`config.mk`:
```
export PLATFORM = sky130hd
export DESIGN_NAME = ell_top
export DESIGN_NICKNAME = d
export VERILOG_FILES = /design/src/core/ell_pkg.sv /design/src/core/ell_sos_if.sv /design/src/core/ell_top.sv /design/src/core/ell_sos_check.sv
export VERILOG_INCLUDE_DIRS = /design/src /design/src/core
export SDC_FILE = /design/constraint.sdc
export NUM_CORES = 2
export LEC_CHECK = 0
export BUFFER_PORTS_ARGS = -buffer_cell sky130_fd_sc_hd__buf_2
export CAP_MARGIN = 30
export CORE_MARGIN = 8
export CORE_UTILIZATION = 60
export CTS_CLUSTER_SIZE = 28
export DETAILED_ROUTE_END_ITERATION = 10
export GPL_TIMING_DRIVEN = 0
export PLACE_DENSITY = 0.84
export SYNTH_ARGS = -nofsm -noshare
export SYNTH_HDL_FRONTEND = slang
export SYNTH_SLANG_ARGS = --single-unit
```
`constraint.sdc`:
```
create_clock -name core_clk_i -period 14.5 [get_ports core_clk_i]
set_input_delay 0.725 -clock core_clk_i [delete_from_list [all_inputs] [get_ports core_clk_i]]
set_output_delay 0.725 -clock core_clk_i [all_outputs]
set_load 0.02 [all_outputs]
```
`src/core/ell_defines.svh`:
```
// Constants for the encoder loss detection block
`ifndef ELL_DEFINES_SVH
`define ELL_DEFINES_SVH

// ------------------------------------------------------------
// Widths
// ------------------------------------------------------------
`define ELL_CNT_W 16
`define ELL_POS_W 32
`define ELL_SMP_W 16
`define ELL_SOS_W 32
`define ELL_DIV_W 2

// ------------------------------------------------------------
// Counter limits and steps
// ------------------------------------------------------------
`define ELL_CNT_FLOOR 16'h0000
`define ELL_CNT_CEIL 16'hffff
`define ELL_CNT_STEP 16'h0001
`define ELL_POS_STEP 32'h0000_0001

// ------------------------------------------------------------
// Sample divider: 1 for high-frequency use, 3 is the default
// ------------------------------------------------------------
`define ELL_DIV_FAST 2'h1
`define ELL_DIV_DEFAULT 2'h3
`define ELL_DIV_ZERO 2'h0
`define ELL_DIV_ONE 2'h1

// ------------------------------------------------------------
// Frequency figures in kHz
// ------------------------------------------------------------
`define ELL_CLK_KHZ 10000
`define ELL_FIN_NORMAL_KHZ 2000
`define ELL_FIN_FAST_KHZ 8000
`define ELL_FIN_EXACT_KHZ 1500

// ------------------------------------------------------------
// Reset values
// ------------------------------------------------------------
`define ELL_SOS_RST 32'h0000_0000
`define ELL_POS_RST 32'h0000_0000

`endif

```
`src/core/ell_pkg.sv`:
```
// Types shared by the encoder loss detection modules
`include "ell_defines.svh"

package ell_pkg;

   // ------------------------------------------------------------
   // Quadrature decoder states (one-hot)
   // ------------------------------------------------------------
   typedef enum logic [2:0] {
      ELL_DEC_IDLE = 3'h1,
      ELL_DEC_TRACK = 3'h2,
      ELL_DEC_SLIP = 3'h4
   } ell_dec_state_t;

   // ------------------------------------------------------------
   // Main block state
   // ------------------------------------------------------------
   typedef struct packed {
      ell_dec_state_t dec;
      logic [`ELL_DIV_W-1:0] div_cnt;
      logic [1:0] ab_prev;
      logic [`ELL_POS_W-1:0] position;
      logic slip;
      logic [`ELL_CNT_W-1:0] loss_cnt;
      logic quad_loss;
      logic sos_err;
      logic stop;
      logic hall;
   } ell_state_t;

   // ------------------------------------------------------------
   // Sum-of-squares checker state
   // ------------------------------------------------------------
   typedef struct packed {
      logic [`ELL_SOS_W-1:0] sum;
      logic err;
   } ell_sos_state_t;

endpackage : ell_pkg

```
`src/core/ell_sos_if.sv`:
```
// Carrier between the loss block and its sum-of-squares checker
`timescale 1ns/1ps
`default_nettype none
`include "ell_defines.svh"

interface ell_sos_if;
   logic tick;
   logic signed [`ELL_SMP_W-1:0] sine;
   logic signed [`ELL_SMP_W-1:0] cosine;
   logic [`ELL_SOS_W-1:0] expected;
   logic [`ELL_SOS_W-1:0] tolerance;
   logic [`ELL_SOS_W-1:0] sum;
   logic error_pulse;

   modport src (output tick, sine, cosine, expected, tolerance, input sum, error_pulse);
   modport chk (input tick, sine, cosine, expected, tolerance, output sum, error_pulse);
endinterface : ell_sos_if

`default_nettype wire

```
`src/core/ell_top.sv`:
```
// Encoder loss detection: quadrature loss, loss counter, stop, sine/cosine check
//
// Behaviour
// RL1: A phase pair is normal at opposite levels and lost when both lines are high or both low.
// RL2: A detected quadrature loss sets the quad loss flag to 1.
// RL3: The loss counter goes up by 1 on each evaluation with loss and down by 1 on each without.
// RL4: The loss counter stops at 0 and never goes below it.
// RL5: With stop-on-loss enabled the motor is stopped once the counter exceeds the threshold.
// RL6: Software should set the threshold to 40 or more when stop-on-loss is used.
// RL7: Software must not rely on quadrature loss detection with single-ended wiring.
// RL8: The sum of squared sine and cosine is compared with a constant and a departure sets its error flag.
// RL9: Software sets the sample divider to 1 at 2 MHz input or more and leaves it at 3 below.
// RL10: Quadrature input is taken up to 2 MHz normally and up to 8 MHz with the fast divider.
// RL11: Above 1.5 MHz a passing four-count error may appear but never accumulates; here each skip loses its counts for good, so errors add up.
// RL12: At 2 MHz or more software should judge the sum-of-squares value itself against a threshold.
// RL13: The spare Hall input reads as a plain digital input.
// RL14: Loss is evaluated and the counter updated once per servo cycle, and stop uses the new count.
`timescale 1ns/1ps
`default_nettype none
`include "ell_defines.svh"

module ell_top (
   input wire logic core_clk_i,
   input wire logic reset_n_i,
   input wire logic servo_tick_i,
   input wire logic quad_a_p_i,
   input wire logic quad_a_n_i,
   input wire logic quad_b_p_i,
   input wire logic quad_b_n_i,
   input wire logic [`ELL_DIV_W-1:0] encoder_sample_divider_i,
   input wire logic stop_on_loss_en_i,
   input wire logic [`ELL_CNT_W-1:0] loss_stop_threshold_i,
   input wire logic quad_loss_clear_i,
   input wire logic sos_error_clear_i,
   input wire logic motor_stop_clear_i,
   input wire logic signed [`ELL_SMP_W-1:0] sine_sample_i,
   input wire logic signed [`ELL_SMP_W-1:0] cosine_sample_i,
   input wire logic [`ELL_SOS_W-1:0] sos_expected_i,
   input wire logic [`ELL_SOS_W-1:0] sos_tolerance_i,
   input wire logic hall_spare_i,
   output logic quad_loss_flag_o,
   output logic [`ELL_CNT_W-1:0] loss_event_counter_o,
   output logic motor_stop_o,
   output logic [`ELL_POS_W-1:0] position_o,
   output logic position_slip_o,
   output logic [`ELL_SOS_W-1:0] sum_squares_value_o,
   output logic sum_squares_error_flag_o,
   output logic hall_spare_o
);

   ell_pkg::ell_state_t st_q;
   ell_pkg::ell_state_t st_d;
   ell_sos_if sos_bus ();

   // ------------------------------------------------------------
   // Helpers
   // ------------------------------------------------------------
   // A pair is lost when true and complement agree
   function automatic logic ell_pair_lost(input logic p, input logic n);
      return p == n; // RL1
   endfunction : ell_pair_lost

   // Gray-code direction: +1, -1, a separate skip code for a skipped step, or none for a still step
   function automatic logic [1:0] ell_quad_dir(input logic [1:0] prev, input logic [1:0] cur);
      logic [3:0] t;
      t = {prev, cur};
      case (t)
         4'h1, 4'h7, 4'he, 4'h8: return 2'h1;
         4'h2, 4'hb, 4'hd, 4'h4: return 2'h2;
         4'h3, 4'hc, 4'h6, 4'h9: return 2'h3;
         default: return 2'h0;
      endcase
   endfunction : ell_quad_dir

   // ------------------------------------------------------------
   // Derived conditions
   // ------------------------------------------------------------
   logic loss_now;
   logic samp_en;
   logic [1:0] ab_now;
   logic [1:0] dir;

   // Loss on either phase counts as one loss for this cycle
   assign loss_now = ell_pair_lost(quad_a_p_i, quad_a_n_i) | ell_pair_lost(quad_b_p_i, quad_b_n_i); // RL1
   // Divider 1 samples every other clock, 3 every fourth; zero samples every clock
   assign samp_en = st_q.div_cnt == `ELL_DIV_ZERO; // RL10
   assign ab_now = {quad_a_p_i, quad_b_p_i};
   assign dir = ell_quad_dir(st_q.ab_prev, ab_now);

   // ------------------------------------------------------------
   // Sum-of-squares checker
   // ------------------------------------------------------------
   assign sos_bus.tick = servo_tick_i;
   assign sos_bus.sine = sine_sample_i;
   assign sos_bus.cosine = cosine_sample_i;
   assign sos_bus.expected = sos_expected_i;
   assign sos_bus.tolerance = sos_tolerance_i;

   ell_sos_check u_sos (
      .core_clk_i(core_clk_i),
      .reset_n_i(reset_n_i),
      .sos(sos_bus)
   );

   // ------------------------------------------------------------
   // Next state
   // ------------------------------------------------------------
   always_comb begin
      logic [`ELL_CNT_W-1:0] cnt_n;
      cnt_n = st_q.loss_cnt;
      st_d = st_q;
      st_d.hall = hall_spare_i; // RL13

      // Sample divider; reloads from the live setting each period
      if (samp_en) begin
         st_d.div_cnt = encoder_sample_divider_i;
      end else begin
         st_d.div_cnt = st_q.div_cnt - `ELL_DIV_ONE;
      end

      // Quadrature decoder; a skipped step is held, not guessed, so each skip leaves its counts out of the position
      st_d.slip = 1'b0;
      if (samp_en) begin
         st_d.ab_prev = ab_now;
         case (st_q.dec)
            ell_pkg::ELL_DEC_IDLE: begin
               st_d.dec = ell_pkg::ELL_DEC_TRACK;
            end
            ell_pkg::ELL_DEC_TRACK, ell_pkg::ELL_DEC_SLIP: begin
               st_d.dec = ell_pkg::ELL_DEC_TRACK;
               if (dir == 2'h1) begin
                  st_d.position = st_q.position + `ELL_POS_STEP; // RL11
               end else if (dir == 2'h2) begin
                  st_d.position = st_q.position - `ELL_POS_STEP; // RL11
               end else if (dir == 2'h3) begin
                  st_d.dec = ell_pkg::ELL_DEC_SLIP; // RL11
                  st_d.slip = 1'b1;
               end
            end
            default: begin
               st_d.dec = ell_pkg::ELL_DEC_IDLE;
            end
         endcase
      end

      // Loss evaluation once per servo cycle
      if (servo_tick_i) begin
         if (loss_now) begin
            if (st_q.loss_cnt != `ELL_CNT_CEIL) begin
               cnt_n = st_q.loss_cnt + `ELL_CNT_STEP; // RL3
            end
         end else if (st_q.loss_cnt != `ELL_CNT_FLOOR) begin
            cnt_n = st_q.loss_cnt - `ELL_CNT_STEP; // RL3 RL4
         end
         st_d.loss_cnt = cnt_n; // RL14
      end

      // Sticky flags: a set in the same cycle as its clear wins
      if (quad_loss_clear_i) begin
         st_d.quad_loss = 1'b0;
      end
      if (servo_tick_i && loss_now) begin
         st_d.quad_loss = 1'b1; // RL2
      end
      if (sos_error_clear_i) begin
         st_d.sos_err = 1'b0;
      end
      if (sos_bus.error_pulse) begin
         st_d.sos_err = 1'b1; // RL8
      end

      // Stop decision on the freshly updated count; latched until released
      if (motor_stop_clear_i) begin
         st_d.stop = 1'b0;
      end
      if (servo_tick_i && stop_on_loss_en_i && cnt_n > loss_stop_threshold_i) begin
         st_d.stop = 1'b1; // RL5 RL14
      end
   end

   // ------------------------------------------------------------
   // State register
   // ------------------------------------------------------------
   always_ff @(posedge core_clk_i) begin
      if (!reset_n_i) begin
         st_q <= '0;
         st_q.dec <= ell_pkg::ELL_DEC_IDLE;
         st_q.div_cnt <= `ELL_DIV_DEFAULT;
         st_q.position <= `ELL_POS_RST;
      end else begin
         st_q <= st_d;
      end
   end

   // ------------------------------------------------------------
   // Outputs
   // ------------------------------------------------------------
   assign quad_loss_flag_o = st_q.quad_loss;
   assign loss_event_counter_o = st_q.loss_cnt;
   assign motor_stop_o = st_q.stop;
   assign position_o = st_q.position;
   assign position_slip_o = st_q.slip;
   assign sum_squares_value_o = sos_bus.sum;
   assign sum_squares_error_flag_o = st_q.sos_err;
   assign hall_spare_o = st_q.hall;

endmodule : ell_top

`default_nettype wire

```
`src/core/ell_sos_check.sv`:
```
// Sum-of-squares check for sinusoidal encoder samples
`timescale 1ns/1ps
`default_nettype none
`include "ell_defines.svh"

module ell_sos_check (
   input wire logic core_clk_i,
   input wire logic reset_n_i,
   ell_sos_if.chk sos
);

   ell_pkg::ell_sos_state_t st_q;
   ell_pkg::ell_sos_state_t st_d;

   // ------------------------------------------------------------
   // Helpers
   // ------------------------------------------------------------
   // Square of a signed sample; never negative, so the cast is safe
   function automatic logic [`ELL_SOS_W-1:0] ell_square(input logic signed [`ELL_SMP_W-1:0] v);
      logic signed [`ELL_SOS_W-1:0] p;
      p = `ELL_SOS_W'(v) * `ELL_SOS_W'(v);
      return unsigned'(p);
   endfunction : ell_square

   // Absolute distance between two unsigned words
   function automatic logic [`ELL_SOS_W-1:0] ell_dist(input logic [`ELL_SOS_W-1:0] a,
                                                     input logic [`ELL_SOS_W-1:0] b);
      return (a >= b) ? (a - b) : (b - a);
   endfunction : ell_dist

   // ------------------------------------------------------------
   // Evaluation once per servo tick
   // ------------------------------------------------------------
   // Both samples are squared in one cycle; 16x16 stays cheap at 10 MHz
   always_comb begin
      logic [`ELL_SOS_W-1:0] s;
      s = ell_square(sos.sine) + ell_square(sos.cosine);
      st_d = st_q;
      st_d.err = 1'b0;
      if (sos.tick) begin
         st_d.sum = s; // RL8
         st_d.err = ell_dist(s, sos.expected) > sos.tolerance; // RL8
      end
   end

   // State register
   always_ff @(posedge core_clk_i) begin
      if (!reset_n_i) begin
         st_q <= '0;
      end else begin
         st_q <= st_d;
      end
   end

   assign sos.sum = st_q.sum;
   assign sos.error_pulse = st_q.err;

endmodule : ell_sos_check

`default_nettype wire

```
* Yosys cells after proc, flatten, opt, wreduce, memory -nomap -nowiden
Memories as Yosys holds them, arrays and structs flattened.
Cells that the tools add are included.
** Word-level totals
- Register bits :: 93
- Bits in latches :: 0
- Bits in writable memories :: 0
- Bits in read-only memories :: 32
- Bits of input ports :: 126
- Output and inout port bits :: 85
- Logic and storage cells :: 71
- Memories :: 1
** Memories
- (no name shown) :: depth 16, bits a word 2, rd ports 1, clocked after memory_dff 0, write ports 0, RTL line ell_top.sv:67 : case (t)
** Cells by class
- Add/subtract/negate cells :: 8
- Multipliers :: 2
- Divide/modulo/power cells :: 0
- Order comparisons :: 3
- Equal/unequal tests :: 9
- Shift-type cells :: 0
- Multiplexer cells :: 19
- Bitwise gates (word level) :: 4
- Reduce and logical (&&, ||, !) cells :: 13
** Operator list (count)
- $mux 32 :: 3
- $mul 16x16->32 :: 2
- $mux 16 :: 4
- $sub 32x32->32 :: 2
- $add 32x1->32 const B :: 1
- $add 32x32->32 :: 1
- $ge 32x32->1 :: 1
- $gt 32x32->1 :: 1
- $sub 32x1->32 const B :: 1
- $add 16x1->16 const B :: 1
- $gt 16x16->1 :: 1
- $ne 16x16->1 const B :: 1
- $reduce_bool 16->1 :: 1
- $sub 16x1->16 const B :: 1
- $mux 3 :: 3
- $reduce_bool 2->1 :: 4
- $mux 1 :: 7
- $pmux 3 s2 :: 1
- $reduce_or 5->1 :: 1
- $eq 2x2->1 const B :: 2
- $eq 3x1->1 const B :: 1
- $eq 3x2->1 const B :: 1
- $eq 3x3->1 const B :: 1
- $logic_and 1x1->1 :: 3
- 10 further kinds :: 13

* Depth between registers and ports, before layout
- Depth in word-level cells :: 7
- Depth in mapped cells :: 52
- Depth with buffers taken out :: 48

* Cells and area by module
Synthesis repeated with hierarchy kept, for this count alone.
** Unflattened totals
- Cell total of the unflattened synthesis :: 3291
- Area total of the unflattened synthesis :: 28593.7 um^2
** Modules (own cells, without submodules)
- ell_sos_check :: instances 1, cells each 2608, area each 23420.0 um^2, seq. area each 660.6 um^2
- ell_top :: instances 1, cells each 683, area each 5173.7 um^2, seq. area each 1201.2 um^2

* Worst setup path after synthesis
OpenSTA, ideal clock, no wires.
- Path kind :: input-to-reg
- From :: input port cosine_sample_i[0]
- To :: register u_sos.st_q (netlist bit u_sos.sos.error_pulse)
- Setup time :: 121 ps
- Arrival :: 10791 ps
- Data required time :: 14379 ps
- Slack :: 3588 ps
- Cell stages on the path :: 46
- Buffers on the path :: 7
- Cells stage by stage :: clkbuf_1 -> buf_1 -> nand2_1 -> fa_1 -> fa_1 -> fa_1 -> inv_1 -> fa_1 -> fa_1 -> fa_1 -> fa_1 -> inv_1 -> fa_1 -> inv_1 -> ha_1 -> clkbuf_1 -> a21o_1 -> a21o_1 -> [... 10 more ...] -> a21oi_1 -> a311oi_1 -> a41oi_1 -> buf_2 -> buf_2 -> buf_2 -> mux2_2 -> ha_1 -> nor2b_1 -> o21a_1 -> o21ai_0 -> nand2b_1 -> a21oi_1 -> nor2b_1 -> o21ai_0 -> a21oi_1 -> o21ai_0 -> a21oi_1
** On the way
- Word-level cells in the longest chain between the ends :: 5
- Elaborated cells between the ends (all ways) :: 7
- Those cells by class :: 3 x add/sub; 1 x mul; 2 x order compare; 1 x mux
** Ends and longest elaborated chain
- from (decl) :: RTL line ell_top.sv:37 : input wire logic signed [`ELL_SMP_W-1:0] cosine_sample_i,
- $mul 16x16->32 (no line) *
- $add 32x32->32 * :: RTL line ell_sos_check.sv:37 : s = ell_square(sos.sine) + ell_square(sos.cosine);
- $sub 32x32->32 / $ge 32x32->1 (equally long branches) :: RTL line ell_sos_check.sv:28 : return (a >= b) ? (a - b) : (b - a);
- $mux 32 * :: RTL line ell_sos_check.sv:28
- $gt 32x32->1 * :: RTL line ell_sos_check.sv:42 : st_d.err = ell_dist(s, sos.expected) > sos.tolerance;
- to (signal assigned) :: RTL line ell_sos_check.sv:51 : st_q <= st_d;
- to (decl) :: RTL line ell_sos_check.sv:12 : ell_pkg::ell_sos_state_t st_q;
Every way passes the cells marked *; elsewhere a longest branch is shown, timed or not.
A chain may end at the register's enable or synchronous reset.

* Final worst setup path
Ends and elaborated chain as after synthesis.

==> run_results.csv <==
group,metric,value,unit
status,status,"finished, final reports clean",
worst_setup_path,cp_max_fo,14,
synthesis,synth_mux_area_share,1.35,%
cts,cts_tree,"done",
final_layout,drive_above_1_share,8.86,%
cts,cts-buffers-inserted,9,
synthesis,synth_area,0.0280,mm^2
global_route,grt_pass1_wl,122000,um
synthesis,synth_cells,3285,
flow_run,maxCapViolCount,0,
sta,finalSetupTns,0,ns
synthesis,syn-mean-instance-area,8.54,um^2
worst_hold_path,hp-class,"flop to flop",
sta,setup_violations,0,
worst_hold_path,min_from,"u_sos.sos.error_pulse",
cts,cts_resized,0,
floorplanning,initial_core_util,60.5,%
worst_setup_path,crit_slowest_cell,"fa_1",
synthesis,synth_xor_area_share,4.12,%
cts,cts.reportedPaths.clkPinSlew,0.07,ns
route,drt-total-wl,74600,um
sta,slew_headroom,36.9,%
cts,postCtsSetupRepairBufs,0,
sta,worst_pin_slew,0.947,ns
worst_setup_path,worst-path-buf-inv,11,
route,drc,0,
worst_setup_path,timing.rr.start,"st_q[53]",
global_route,grt_pass1_vias,23500,
sta,timing.fmax,0.0754,GHz
floorplanning,fp-row-count,79,
cts,cts_root_buf,"clkbuf_16",
worst_setup_path,crit_start,"cosine_sample_i[0]",
cts,ctsHoldBuffers,0,
synthesis,synthAdderAreaFrac,50.5,%
worst_setup_path,cp_top_family,"adder cells",
route,via_per_inst,5.50,
synthesis,ys_seq_elements,93,
sta,finalHoldViolCount,0,
cts,cts-htree-levels,3,
floorplanning,die_h,232,um
synthesis,synth_top_family_by_area,"adder cells",
final_layout,fin_nets,4450,
synthesis,synth_cell_type_count,73,
cts,cts_buffer_depth,2,
route,drtIter0Drc,1862,
synthesis,synth_compound_area_share,11.0,%
global_route,grt_usage,28.1,%
final_layout,fill_cells,3818,
sta,fin_crit_sh,91.5,%
global_route,grt_overflow,0,
placement,portBuffers,209,
cts,cts.sinks,93,
floorplanning,dieArea,0.0539,mm^2
synthesis,yosysSeqAreaShare,6.64,%
synthesis,yosys.area_share.simple,12.9,%
sta,slew_violations,0,
route,vias,22700,
cts,worstSkewPairLatency,0.38,ns
placement,place_hpwl,65800,um
synthesis,synth_edf_count,0,
final_layout,syn_to_final_growth,7.61,%
placement,postPlaceCellArea,0.0299,mm^2
worst_setup_path,cp-end-kind,"flop",
worst_setup_path,crit_path_start_kind,"input port",
floorplanning,core,0.0464,mm^2
final_layout,fin_area,0.0302,mm^2
route,firstDrtPassIters,5,
worst_setup_path,crit_top_cell,"fa_1",
synthesis,synth_flop_cell,"dfxtp_1",
route,post_drt_wl_per_cell,18.1,um
floorplanning,ioPinCount,211,
placement,place_congestion,0.993,
worst_setup_path,crit_required,14.75,ns
final_layout,stdcell_count,4121,
floorplanning,die_w,232,um
worst_setup_path,arrival,13.51,ns
sta,finClkSkew,0.0150,ns
placement,place_inst,4102,
worst_setup_path,critPathKind,"input port to flop",
synthesis,yosys_warnings,0,
sta,min_period,13.26,ns
route,antenna_left,0,
global_route,grt_max_degree,20,
synthesis,ys_async_sr_fraction,0,%
synthesis,synth_nets,4229,
sta,rsz0062_at_grt,"no",
global_route,antenna_found_initial,2,
worst_setup_path,cpPeakStageDelay,0.75,ns
worst register-to-register path, stage by stage, from the launching register on:
cell and delay [ns]:
dfxtp_1 0.37, nand2_1 0.10, o21ai_0 0.08, o21ai_0 0.42, inv_1 0.11, ha_1 0.24
inv_1 0.46, buf_16 0.23, ha_1 0.25, a211o_1 0.31, a21o_1 0.20, o211ai_1 0.28
a31oi_1 0.25, a211oi_1 0.35, o31ai_1 0.12, a21oi_1 0.19, xnor2_1 0.09, or3_1 0.32
a21oi_1 0.18
cell families (layout without fill, tap and decap cells):
kind of cell               after synthesis  count (layout)
AOI/OAI and AO/OA                      500             500
other                                    0               3
adders and majority gates              818             818
and+or+nand+nor                        748             748
muxes                                   37              37
DFF                                     93              93
buffers and inverters                  957            1183
xor gates and xnor gates               132             132
Yosys cell counts (all sizes together), types with 6 or more instances:
library cell,count,area [um^2]
o21bai,17,128
inv,804,3020
nor2,168,633
xor2,40,350
or2,7,43.8
nand4,28,175
o31ai,9,67.6
or4,6,45.0
o21ai,101,505
nor4,6,37.5
nand3,46,230
o31a,7,61.3
a21o,56,420
xnor2,92,806
fa,523,10500
ha,295,3690
a31oi,21,131
o21a,18,135
and3,12,75.1
dfxtp,93,1860
clkbuf,90,338
and2,115,719
nor2b,29,181
or3,10,77.6
a21oi,186,935
nand2b,30,188
nor3,26,135
mux2i,31,310
a211oi,22,165
nand2,248,931
o211ai,11,82.6
buf,62,430
mux2,6,67.6
cell usage in the layout, fill, tap and decap left out, types with 21 or more instances in the layout:
| master | count |
|---|---|
| nor3_1 | 25 |
| nand2_1 | 248 |
| clkbuf_1 | 90 |
| a21oi_1 | 185 |
| buf_2 | 217 |
| nor2b_1 | 29 |
| a31oi_1 | 21 |
| a211oi_1 | 22 |
| buf_4 | 48 |
| o21ai_0 | 96 |
| a21o_1 | 56 |
| xnor2_1 | 92 |
| nand3_1 | 46 |
| inv_1 | 803 |
| nor2_1 | 167 |
| nand2b_1 | 30 |
| and2_1 | 115 |
| xor2_1 | 40 |
| ha_1 | 295 |
| nand4_1 | 28 |
| fa_1 | 523 |
| mux2i_1 | 31 |
| dfxtp_1 | 93 |
area by class of cell:
class                           instances  area, um^2  area share, %
Buffer                                152         768           2.55
Sequential cell                        93        1860           6.17
Inverter                              805        3020           10.0
Timing Repair Buffer                  210        1070           3.56
Clock buffer                            9         225          0.746
Multi-Input combinational cell       2235       22400           74.2
Antenna cell                            3        7.51         0.0249
Tap cell                              607         759           2.52
Clock inverter                          7        68.8          0.228
routing by layer:
metal	track usage (%)	vias up	share of wire [%]
li1	-	10600	-
met1	37.6	11100	42
met2	47.0	853	48
met3	3.04	137	7.0
met4	9.72	2	3.3
met5	0	-	0.017
state kept, by name, indices dropped and copies added (netlist names):
name	count
u_sos.sos.sum	32
quad_loss_flag_o	1
motor_stop_o	1
position_o	32
sum_squares_error_flag_o	1
loss_event_counter_o	16
u_sos.sos.error_pulse	1
st_q	7
hall_spare_o	1
position_slip_o	1
final timing paths:
path,end,slack [ns],depth (start not counted)
setup reg to reg,position_o[31],9.86,18
hold / removal,sum_squares_error_flag_o,0.45,2
setup / recovery,u_sos.sos.error_pulse,1.24,47
hold reg to reg,sum_squares_error_flag_o,0.45,2
stage by stage:
step	utilization, %	hold slack, ns	setup slack (ns)
floorplan	-	0.413	3.59
global placement	64.4	0.423	1.03
detailed placement	64.4	0.435	1.05
CTS	65.1	0.452	1.38
global route	65.1	0.474	0.667
finish	65.1	0.448	1.24
Power is left out: the tool's default activity adds up to more than one toggle a clock period on the data nets, which glitch-free logic cannot reach.
